## config.mk

```make
export PLATFORM = sky130hd
export DESIGN_NAME = cic_invoke_ctrl
export DESIGN_NICKNAME = d
export VERILOG_FILES = /design/src/rtl/cic_pkg.sv /design/src/rtl/cic_invoke_ctrl.sv
export SDC_FILE = /design/constraint.sdc
export NUM_CORES = 1
export LEC_CHECK = 0
export BUFFER_PORTS_ARGS = -buffer_cell sky130_fd_sc_hd__buf_4
export CORE_ASPECT_RATIO = 1.1
export CORE_UTILIZATION = 62
export DETAILED_ROUTE_END_ITERATION = 8
export GPL_ROUTABILITY_DRIVEN = 0
export PLACE_DENSITY = 0.88
export SETUP_SLACK_MARGIN = 0.4
export SLEW_MARGIN = 40
export SYNTH_ARGS = -nofsm -noshare
export SYNTH_HDL_FRONTEND = slang
export SYNTH_SLANG_ARGS = --single-unit
```

## constraint.sdc

```tcl
create_clock -name pclk -period 8.8 [get_ports pclk]
set_input_delay 2.2 -clock pclk [delete_from_list [all_inputs] [get_ports pclk]]
set_output_delay 2.2 -clock pclk [all_outputs]
set_load 0.03 [all_outputs]
```

## src/rtl/cic_pkg.sv

```systemverilog
// Overview of operation
// - Streaming call takes arguments on start without busy
// - Return data valid in the done cycle
// - Slave mode: start, done, return in registers
// - Always-run: start held at one, no done
// - Stall-free return forces stall to zero
// - Unstable argument travels with its own invocation
// - Stable pointer: only its address is stable
// - Stream and slave memories never stable
// - Globals and pointers share one master port
// - Each modifiable global gets an address conduit
// - Constant globals get no master or conduit
// - During reset busy high, done low
// - Busy stays high through initialisation
package cic_pkg;
  // Data path widths
  localparam int DATA_W = 32;
  localparam int PADDR_W = 8;
  // Default pipeline depth and start-up time in cycles
  localparam int PIPE_DEPTH = 3;
  localparam int INIT_CYCLES = 8;
  // Register byte offsets
  localparam logic [7:0] REG_BUSY = 8'h00;
  localparam logic [7:0] REG_START = 8'h04;
  localparam logic [7:0] REG_IRQ_EN = 8'h08;
  localparam logic [7:0] REG_STATUS = 8'h0c;
  localparam logic [7:0] REG_RETDATA = 8'h10;
  localparam logic [7:0] REG_ARG = 8'h14;
  localparam logic [7:0] REG_STABLE = 8'h18;
  // Field positions in the status register
  localparam int ST_IRQ_BIT = 0;
  localparam int ST_DONE_BIT = 1;
  // Reset values
  localparam logic [31:0] RST_WORD = 32'h0000_0000;
  // Call protocol
  typedef enum logic [1:0] {
    MODE_STREAM = 2'b00,
    MODE_SLAVE = 2'b01,
    MODE_ALWAYS = 2'b10
  } cic_mode_t;
  // Argument fetch sequencer
  typedef enum logic [1:0] {
    F_IDLE = 2'b00,
    F_GVAR = 2'b01,
    F_PTR = 2'b10,
    F_ISSUE = 2'b11
  } cic_fetch_t;
  // APB request from the master
  typedef struct packed {
    logic psel;
    logic penable;
    logic pwrite;
    logic [PADDR_W-1:0] paddr;
    logic [DATA_W-1:0] pwdata;
  } cic_apb_req_t;
  // APB answer
  typedef struct packed {
    logic [DATA_W-1:0] prdata;
    logic pready;
    logic pslverr;
  } cic_apb_rsp_t;
  // Shared memory master request
  typedef struct packed {
    logic read;
    logic [DATA_W-1:0] addr;
  } cic_mm_req_t;
  // Memory master answer
  typedef struct packed {
    logic accept;
    logic rvalid;
    logic [DATA_W-1:0] rdata;
  } cic_mm_rsp_t;
endpackage

```

## src/rtl/cic_invoke_ctrl.sv

```systemverilog
// Implementation choices: the register addresses and the APB register port.
`timescale 1ns/1ns
module cic_invoke_ctrl #(
  parameter cic_pkg::cic_mode_t MODE = cic_pkg::MODE_STREAM,
  parameter bit STALL_FREE = 1'b0,
  parameter bit GVAR_CONST = 1'b0,
  parameter int DEPTH = cic_pkg::PIPE_DEPTH,
  parameter int INIT_CYCLES = cic_pkg::INIT_CYCLES
) (
  input wire logic pclk,
  input wire logic presetn,
  input wire cic_pkg::cic_apb_req_t apb_req,
  output cic_pkg::cic_apb_rsp_t apb_rsp,
  input wire logic call_start,
  output logic call_busy,
  input wire logic [31:0] call_arg,
  input wire logic [31:0] stable_arg,
  output logic ret_done,
  output logic ret_valid,
  input wire logic ret_stall,
  output logic [31:0] ret_data,
  output logic irq_done,
  input wire logic [31:0] gvar_addr,
  input wire logic [31:0] ptr_addr,
  output cic_pkg::cic_mm_req_t mm_req,
  input wire cic_pkg::cic_mm_rsp_t mm_rsp
);

  // Refuse settings the logic cannot serve
  if (DEPTH < 1 || DEPTH > 16) begin : g_bad_depth
    $error("DEPTH must lie in 1..16");
  end
  if (INIT_CYCLES < 1 || INIT_CYCLES > 255) begin : g_bad_init
    $error("INIT_CYCLES must lie in 1..255");
  end

  // All state of the block
  typedef struct packed {
    logic [7:0] init_cnt; // Start-up countdown
    cic_pkg::cic_fetch_t fst; // Fetch sequencer state
    logic [31:0] arg; // Captured unstable argument
    logic [31:0] acc; // Sum of fetched memory words
    logic mm_rd; // Master read pending
    logic [31:0] mm_addr; // Master read address
    logic [DEPTH-1:0] pv; // Stage valid flags
    logic [DEPTH-1:0][31:0] pd; // Stage data
    logic [1:0] cnt; // Output buffer fill
    logic [1:0][31:0] obuf; // Output buffer slots
    logic start_pend; // Software start waiting
    logic irq_en; // Interrupt enable
    logic irq_st; // Sticky completion status
    logic done_st; // Result ready for software
    logic [31:0] ret_reg; // Return data register
    logic [31:0] s_arg; // Register argument
    logic [31:0] s_stab; // Register stable argument
    logic [31:0] rdata; // APB read data
    logic err; // APB error for this access
  } cic_state_t;

  cic_state_t s_q;
  cic_state_t s_d;

  logic stall_eff; // Stall seen by the return path
  logic busy; // Unable to take a call
  logic go; // Call accepted this cycle
  logic adv; // Pipeline moves this cycle
  logic buf_rdy; // Buffer can take a word
  logic out_rdy; // Consumer takes the head word
  logic pop; // Head word leaves the buffer
  logic push; // Last stage enters the buffer
  logic wr_acc; // APB write takes effect
  logic setup; // APB setup cycle
  logic map_hit; // Address is mapped
  logic [31:0] use_stab; // Stable argument in force
  logic [31:0] use_arg; // Unstable argument source

  // Control terms shared by the sequencer and buffer
  always_comb begin
    // Stall-free return ties stall low
    stall_eff = STALL_FREE ? 1'b0 : ret_stall;
    // Busy through start-up and while a call is fetched
    busy = (s_q.init_cnt != 8'h00) || (s_q.fst != cic_pkg::F_IDLE);
    // Only conduit or register arguments may be stable
    case (MODE)
      cic_pkg::MODE_STREAM: begin
        go = call_start && !busy;
        out_rdy = !stall_eff;
        use_arg = call_arg;
        use_stab = stable_arg;
      end
      cic_pkg::MODE_SLAVE: begin
        go = s_q.start_pend && !busy;
        out_rdy = !s_q.done_st;
        use_arg = s_q.s_arg;
        use_stab = s_q.s_stab;
      end
      default: begin
        // Start is held at one inside the block
        go = !busy;
        out_rdy = !stall_eff;
        use_arg = call_arg;
        use_stab = stable_arg;
      end
    endcase
    buf_rdy = (s_q.cnt != 2'd2);
    adv = !(s_q.pv[DEPTH-1] && !buf_rdy);
    push = adv && s_q.pv[DEPTH-1];
    pop = (s_q.cnt != 2'd0) && out_rdy;
    setup = apb_req.psel && !apb_req.penable;
    wr_acc = apb_req.psel && apb_req.penable && apb_req.pwrite;
    case (apb_req.paddr)
      cic_pkg::REG_BUSY, cic_pkg::REG_START, cic_pkg::REG_IRQ_EN,
      cic_pkg::REG_STATUS, cic_pkg::REG_RETDATA, cic_pkg::REG_ARG,
      cic_pkg::REG_STABLE: begin
        map_hit = 1'b1;
      end
      default: begin
        map_hit = 1'b0;
      end
    endcase
  end

  // Next state of the whole block
  always_comb begin
    s_d = s_q;
    // Count down the start-up time
    if (s_q.init_cnt != 8'h00) begin
      s_d.init_cnt = s_q.init_cnt - 8'h01;
    end
    // Master read is dropped once the port accepts it
    if (s_q.mm_rd && mm_rsp.accept) begin
      s_d.mm_rd = 1'b0;
    end
    // Fetch sequencer: one master port serves global and pointer
    case (s_q.fst)
      cic_pkg::F_IDLE: begin
        if (go) begin
          s_d.arg = use_arg;
          s_d.acc = cic_pkg::RST_WORD;
          s_d.mm_rd = 1'b1;
          if (GVAR_CONST) begin
            // Constant globals need no fetch or address
            s_d.mm_addr = ptr_addr;
            s_d.fst = cic_pkg::F_PTR;
          end else begin
            // Global fetched through its address conduit
            s_d.mm_addr = gvar_addr;
            s_d.fst = cic_pkg::F_GVAR;
          end
        end
      end
      cic_pkg::F_GVAR: begin
        // Pointer read waits for the global read
        if (!s_q.mm_rd && mm_rsp.rvalid) begin
          s_d.acc = s_q.acc + mm_rsp.rdata;
          s_d.mm_addr = ptr_addr;
          s_d.mm_rd = 1'b1;
          s_d.fst = cic_pkg::F_PTR;
        end
      end
      cic_pkg::F_PTR: begin
        if (!s_q.mm_rd && mm_rsp.rvalid) begin
          s_d.acc = s_q.acc + mm_rsp.rdata;
          s_d.fst = cic_pkg::F_ISSUE;
        end
      end
      default: begin
        // Leaves only when stage 0 takes the call
        if (adv) begin
          s_d.fst = cic_pkg::F_IDLE;
        end
      end
    endcase
    // Pipeline: each stage carries its own invocation
    if (adv) begin
      for (int i = DEPTH - 1; i > 0; i--) begin
        s_d.pv[i] = s_q.pv[i-1];
        s_d.pd[i] = s_q.pd[i-1];
      end
      s_d.pv[0] = (s_q.fst == cic_pkg::F_ISSUE);
      // Stable argument read at use, never carried
      s_d.pd[0] = s_q.arg + s_q.acc + use_stab;
    end
    // Two-entry output buffer; head stands while stalled
    case ({push, pop})
      2'b10: begin
        s_d.obuf[s_q.cnt[0]] = s_q.pd[DEPTH-1];
        s_d.cnt = s_q.cnt + 2'd1;
      end
      2'b01: begin
        s_d.obuf[0] = s_q.obuf[1];
        s_d.cnt = s_q.cnt - 2'd1;
      end
      2'b11: begin
        if (s_q.cnt == 2'd1) begin
          s_d.obuf[0] = s_q.pd[DEPTH-1];
        end else begin
          s_d.obuf[0] = s_q.obuf[1];
          s_d.obuf[1] = s_q.pd[DEPTH-1];
        end
      end
      default: begin
        s_d.cnt = s_q.cnt;
      end
    endcase
    // Software start consumed by the call
    if (go) begin
      s_d.start_pend = 1'b0;
    end
    // APB writes take effect in the access cycle
    if (wr_acc) begin
      case (apb_req.paddr)
        cic_pkg::REG_START: begin
          if (apb_req.pwdata[0] && MODE == cic_pkg::MODE_SLAVE) begin
            s_d.start_pend = 1'b1;
            s_d.done_st = 1'b0;
          end
        end
        cic_pkg::REG_IRQ_EN: begin
          s_d.irq_en = apb_req.pwdata[0];
        end
        cic_pkg::REG_STATUS: begin
          // Write one to clear the interrupt status
          if (apb_req.pwdata[cic_pkg::ST_IRQ_BIT]) begin
            s_d.irq_st = 1'b0;
          end
        end
        cic_pkg::REG_ARG: begin
          s_d.s_arg = apb_req.pwdata;
        end
        cic_pkg::REG_STABLE: begin
          s_d.s_stab = apb_req.pwdata;
        end
        default: begin
          s_d.err = s_q.err;
        end
      endcase
    end
    // Slave mode: result lands in registers; set beats clear
    if (MODE == cic_pkg::MODE_SLAVE && pop) begin
      s_d.ret_reg = s_q.obuf[0];
      s_d.done_st = 1'b1;
      s_d.irq_st = 1'b1;
    end
    // Read data and error captured in the setup cycle
    if (setup) begin
      s_d.err = !map_hit;
      case (apb_req.paddr)
        cic_pkg::REG_BUSY: begin
          s_d.rdata = {31'h0000_0000, busy};
        end
        cic_pkg::REG_IRQ_EN: begin
          s_d.rdata = {31'h0000_0000, s_q.irq_en};
        end
        cic_pkg::REG_STATUS: begin
          s_d.rdata = {30'h0000_0000, s_q.done_st, s_q.irq_st};
        end
        cic_pkg::REG_RETDATA: begin
          s_d.rdata = s_q.ret_reg;
        end
        cic_pkg::REG_ARG: begin
          s_d.rdata = s_q.s_arg;
        end
        cic_pkg::REG_STABLE: begin
          s_d.rdata = s_q.s_stab;
        end
        default: begin
          s_d.rdata = cic_pkg::RST_WORD;
        end
      endcase
    end
  end

  // State register; reset holds busy high and done low
  always_ff @(posedge pclk or negedge presetn) begin
    if (!presetn) begin
      s_q <= '0;
      s_q.init_cnt <= 8'(INIT_CYCLES);
      s_q.fst <= cic_pkg::F_IDLE;
    end else begin
      s_q <= s_d;
    end
  end

  // Outputs
  always_comb begin
    call_busy = busy;
    ret_valid = (s_q.cnt != 2'd0);
    // Done only in streaming mode, with its data
    ret_done = (MODE == cic_pkg::MODE_STREAM) && ret_valid;
    ret_data = s_q.obuf[0];
    irq_done = (MODE == cic_pkg::MODE_SLAVE) && s_q.irq_st && s_q.irq_en;
    mm_req.read = s_q.mm_rd;
    mm_req.addr = s_q.mm_addr;
    apb_rsp.prdata = s_q.rdata;
    apb_rsp.pready = 1'b1;
    apb_rsp.pslverr = apb_req.psel && apb_req.penable && s_q.err;
  end

endmodule

```

==> results.cfg, run 1 <==
[finish]
synthToLayoutAreaGrowth_pct = 17.0
final_net_count = 2427
layout-drive-gt1-share_pct = 26.3
fillCellCount = 2110

[timing]
post-route-period-util_pct = 58.3
finalSetupViolations = 0
max_freq_ghz = 0.195
skew_ps = 14.8
slew_headroom_pct = 52.0
tns_ps = 0
tightest_slew_ps = 720
finalWorstPathRequiredPeriod_ps = 5130
layout_setup_ws_ps = 3670
hold_violations = 0
rsz0062_at_grt = false
slew_violations = 0

[cts]
ctsRootBufferMaster = clkbuf_16
ctsHoldBuffers = 0
cts_tree = done
clock_sinks = 370
cts.clk_slew.worst_paths_ps = 60
postCtsSetupBuffers = 0
post_cts_resized = 0
htreeDepth = 2
clk_latency_ps = 520
numCtsBuffers = 39
clockBufferDepth = 3

[logic_synthesis]
synthTopCellsByArea = dfrtp_1, mux2_2, nand2_1
synth_compound_area_share_pct = 15.8
synthAdderAreaFrac_pct = 7.97
synth_ff_type = dfrtp_1
synth-edff-count = 0
synthSimpleGateAreaFrac_pct = 11.9
ys_seq_elements = 370
netlist_area_um2 = 19800
ys_seq_area_share_pct = 46.9
syn_area_per_cell_um2 = 10.2
synth_top_family_by_area = compound AO/OA/AOI/OAI gates
synth_xor_area_share_pct = 2.57
synthCells = 1943
synth_top_area_cell = dfrtp_1
yosysMostFrequentCell = nand2_1
syn-num-nets = 2258
muxShareOfSynthArea_pct = 8.36
ys_top_cells_by_count = nand2_1, dfrtp_1, mux2_2
async_flop_share_pct = 100
synthDistinctLibCells = 72
yosys_warnings = 0
synth_top_cell_area_share_pct = 46.7

[floorplan]
die_area_um2 = 32600
chipHeight_um = 189
core_um2 = 31400
pin_count = 312
std_cell_rows = 68
initial_core_util_pct = 62.9
fp.dieW_um = 172

[detailed_routing]
vias = 15200
detail_route.first_pass.iterations = 7
detail-route-antenna-nets = 0
wl_um = 46200
wl_per_cell_um = 18.0
via_per_inst = 5.93
drt_iter0_drc = 1290
drc_errors = 0

[placement]
hpwl_um = 31900
portBuffers = 309
pre_cts_slack_ps = 3180

[global_routing]
grt_pass1_wl_um = 74700
grt_max_degree = 114
antenna_found_initial = 1
grt_overflow = 0
track_usage_pct = 28.4
grt_pass1_vias = 15000

[power_and_ir_drop]
p_int_mw = 5.34
clkPwrFrac_pct = 18.4
p_seq_share_pct = 31.1
switching_share_pct = 41.8
pwr_density_cell_nw_per_um2 = 397
switchingPower_mw = 3.83
peakVddDrop_v = 0.000326
leakage_nw = 11.1
power_frac_comb_pct = 50.5

[setup_path]
r2r_start = s_q[197]$_DFFE_PN0P_
crit_required_ps = 9200
slowest_stage = ha_2
slowest_delay_ps = 760
worstSetupPathType = in2reg
setup.worst_path.end_class = flop
start_kind = input port
startpoint = ret_stall
critPathMaxFanout = 37
worstPathCellList = buf_4 > or2_2 > inv_1 > ha_2 > mux2i_4 > buf_8 > mux2_2
ff2ff_setup_slack_ps = 4600
worstPathArrival_ps = 5530

[min_path]
hold_start = s_q[296]$_DFFE_PN0N_
hp-class = reg2reg

[flow_run]
maxCapViolCount = 0

[status]
outcome = complete, no violations
## layout by cell type, fill, tap and decap left out, types with 8 or more instances in the layout
| master | netlist | layout |
|---|---|---|
| clkbuf_8 | 0 | 15 |
| fa_1 | 33 | 33 |
| inv_1 | 34 | 34 |
| ha_1 | 73 | 72 |
| a222oi_1 | 20 | 20 |
| nor2_1 | 101 | 101 |
| a21oi_1 | 92 | 91 |
| o21ai_1 | 10 | 9 |
| o22a_1 | 13 | 13 |
| nand3_1 | 15 | 15 |
| a22o_1 | 28 | 28 |
| o21ai_0 | 117 | 117 |
| clkbuf_16 | 0 | 40 |
| buf_4 | 101 | 318 |
| xnor2_1 | 38 | 38 |
| a221oi_1 | 14 | 14 |
| xor2_1 | 20 | 20 |
| a22oi_1 | 64 | 64 |
| and3_1 | 12 | 11 |
| dfrtp_1 | 369 | 369 |
| nor3_1 | 11 | 9 |
| clkbuf_1 | 81 | 8 |
| nor2b_1 | 10 | 10 |
| nand2_1 | 375 | 374 |
| mux2_2 | 143 | 143 |
| a21o_1 | 28 | 28 |
## power groups by stage
stage | clock [mW] | sequential (mW) | combinational [mW]
after floorplan | 0 | 2.68 | 3.64
after detailed placement | 0 | 2.86 | 4.53
after global placement | 0 | 2.82 | 4.32
after global routing | 1.79 | 2.92 | 5.12
final | 1.69 | 2.85 | 4.63
after CTS | 1.72 | 2.84 | 4.60
## sequential cells by signal, summed over array words and instances, names as in the netlist
| register | count |
|---|---|
| ret_data | 32 |
| apb_rsp | 32 |
| mm_req | 33 |
| s_q | 273 |
## worst max-delay path, delay by kind of cell
family,cells,cell delay [ps]
adders and majority gates,1,760
buffers and inverters,3,940
muxes,2,1060
and+or+nand+nor,1,540
## per-layer routing
layer | global-route usage (%) | wire length (um) | vias to the layer above
li1 | - | - | 7054
met1 | 38.7 | 19100 | 7475
met2 | 47.0 | 23100 | 579
met3 | 4.22 | 2770 | 92
met4 | 8.68 | 1140 | 0
met5 | 0 | 0 | -
## per-stage QoR
stage               util, %  power [mW]  cells  cell area (um2)  hold slack, ps
global route           73.6        9.83   2563            23100             487
floorplan                 -        6.32   1943            19800             430
global placement       69.0        7.13   2486            21600             447
detailed placement     69.2        7.39   2490            21700             448
CTS                    73.5        9.16   2561            23100             448
finish                 73.6        9.17   2563            23100             446
## kinds of logic after synthesis
group                      after synthesis
other                                    2
buffers and inverters                  234
xor gates and xnor gates                58
adders and majority gates              106
AOI/OAI and AO/OA                      460
and+or+nand+nor                        566
muxes                                  147
DFF                                    370
## final timing paths
kind                                                end  depth (start not counted)
worst max-delay path               s_q[195]$_DFFE_PN0P_                          7
worst min register to register     s_q[297]$_DFFE_PN0N_                          1
min in group asynchronous       apb_rsp[21]$_DFFE_PN0P_                          1
max in group asynchronous           s_q[69]$_DFFE_PN0P_                          3
worst max register to register     s_q[195]$_DFFE_PN0P_                          8
worst min-delay path               s_q[297]$_DFFE_PN0N_                          1
## layout make-up
class	instances	area (um2)	share of cell area, %
Clock inverter	8	111	0.482
Timing Repair Buffer	328	2560	11.1
Tap cell	420	526	2.27
Antenna cell	1	2.50	0.0108
Inverter	34	128	0.552
Multi-Input combinational cell	1339	9300	40.2
Clock buffer	63	1240	5.35
Sequential cell	370	9260	40.1
No activity file was read; power rests on OpenSTA's default activity.
==> run 2, diff against run 1 <==
CORE_UTILIZATION = 52   (was 62)
PLACE_DENSITY = 0.79   (was 0.88)
clock period = 4.23 ns   (was 8.8 ns; I/O delays follow)
==> run 2 against run 1 <==
Worst setup slack lost 3000 ps. Final cell count grew 3.2%. Cell area grew 0.53%. Clock skew shrank 2.0 ps. Register-to-register slack lost 3800 ps. Global-route usage shrank 5.5 points. Sequential power grew 110%. Largest cell class unchanged. Largest power group unchanged.
==> results.cfg, run 2 (synthesized netlist as in run 1, its figures left out) <==
[cts]
cts_tree = done
ctsRootBufferMaster = clkbuf_16
clk_latency_ps = 520
clock_sinks = 370
numCtsBuffers = 40
cts.clk_slew.worst_paths_ps = 60
post_cts_resized = 0
htreeDepth = 2
clockBufferDepth = 3

[global_routing]
track_usage_pct = 23.0
grt_pass1_wl_um = 72500
antenna_found_initial = 0
grt_pass1_vias = 14400
grt_overflow = 0
grt_max_degree = 101

[finish]
fillCellCount = 2967
layout-drive-gt1-share_pct = 26.6
diodes = 0
synthToLayoutAreaGrowth_pct = 17.6
final_area_um2 = 23200
mostFrequentLayoutCell = nand2_1
layout.cells.non_filler = 2644
final_cell_mix = nand2_1, dfrtp_1, buf_4, mux2_2, o21ai_0
fin_util_pct = 62.3
largest-register = s_q
final_net_count = 2438
largest_reg_flops = 273

[floorplan]
initial_core_util_pct = 53.0
std_cell_rows = 74
chipHeight_um = 206
core_um2 = 37300
die_area_um2 = 38800
pin_count = 312
fp.dieW_um = 188

[placement]
place_area_um2 = 21900
pre_cts_slack_ps = 37.4
hpwl_um = 31800
dp.cells = 2573
portBuffers = 309

[setup_path]
worstPathCellList = buf_4 > fa_1 > ha_1 > fa_1 > a211oi_2 > o21ai_1 > a21oi_2 > o31ai_4 > a21boi_2 > o31ai_2 > a221oi_2 > xor2_1 > a21oi_1
setup.worst_path.end_class = flop
start_kind = input port
critPathBufInv = 1
crit_required_ps = 4600
slowest_delay_ps = 470
worstPathArrival_ps = 3980
crit_family = compound AO/OA/AOI/OAI gates
critPathMaxFanout = 4
slowest_stage = fa_1
crit_top_cell = fa_1
worstSetupPathType = in2reg

[power_and_ir_drop]
leakage_nw = 11.1
peakVddDrop_v = 0.000434
fin_total_pwr_mw = 18.9
pwr_density_cell_nw_per_um2 = 814

[detailed_routing]
wl_um = 44900
detail-route-antenna-nets = 0
vias = 14800
detail_route.first_pass.iterations = 7
drt_iter0_drc = 1190
wl_per_cell_um = 17.0
drc_errors = 0
via_per_inst = 5.60

[timing]
finalSetupViolations = 0
finalWorstPathRequiredPeriod_ps = 3600
layout_setup_ws_ps = 625
rsz0062_at_grt = false
max_freq_ghz = 0.277
tns_ps = 0
slew_violations = 0
hold_ws_ps = 380
hold_violations = 0
skew_ps = 12.8
post-route-period-util_pct = 85.2
tightest_slew_ps = 812
slew_headroom_pct = 45.9

[min_path]
hp-class = in2async

[status]
outcome = complete, no violations

[flow_run]
maxCapViolCount = 0
-- run 2: area by class of cell --
type | count | area, um2 | area share [%]
clock inverter | 15 | 188 | 0.808
multi-input combinational | 1339 | 9300 | 40.0
sequential | 370 | 9260 | 39.8
timing repair buffer | 338 | 2640 | 11.4
inverter | 34 | 128 | 0.549
tap | 494 | 618 | 2.66
clock buffer | 54 | 1100 | 4.75
-- run 2: path summary, 6_finish.rpt --
path                                       from                     end  slack [ps]  cells past startpoint
max                               stable_arg[1]    s_q[224]$_DFFE_PN0N_         630                     13
min                                     presetn    s_q[338]$_DFFE_PN0P_         380                      1
max reg2reg                s_q[332]$_DFFE_PN0P_    s_q[224]$_DFFE_PN0N_         820                     12
min reg2reg                s_q[296]$_DFFE_PN0N_    s_q[297]$_DFFE_PN0N_         460                      1
max in group asynchronous               presetn  mm_req[24]$_DFFE_PN0P_        2660                      3
min in group pclk          s_q[296]$_DFFE_PN0N_    s_q[297]$_DFFE_PN0N_         460                      1
-- run 2: repair_timing --
item / 4_1_cts / 5_1_grt
hold buffers: 0 / 0
setup endpoints to repair: 0 / 1
setup buffers: 0 / 1
-- run 2: layer usage --
| metal | vias up | track usage [%] | part of all wire [%] |
|---|---|---|---|
| li1 | 7099 | - | - |
| met1 | 7181 | 31.5 | 44 |
| met2 | 444 | 38.0 | 48 |
| met3 | 76 | 3.04 | 5.1 |
| met4 | 0 | 7.20 | 2.5 |
| met5 | - | 0 | 0 |
-- run 2: report_power, final --
group	internal (mW)	switching, mW	leakage [nW]
logic	4.13	5.44	5.78
registers	4.88	1.02	4.70
clock network	2.08	1.38	0.631
total	11.1	7.84	11.1
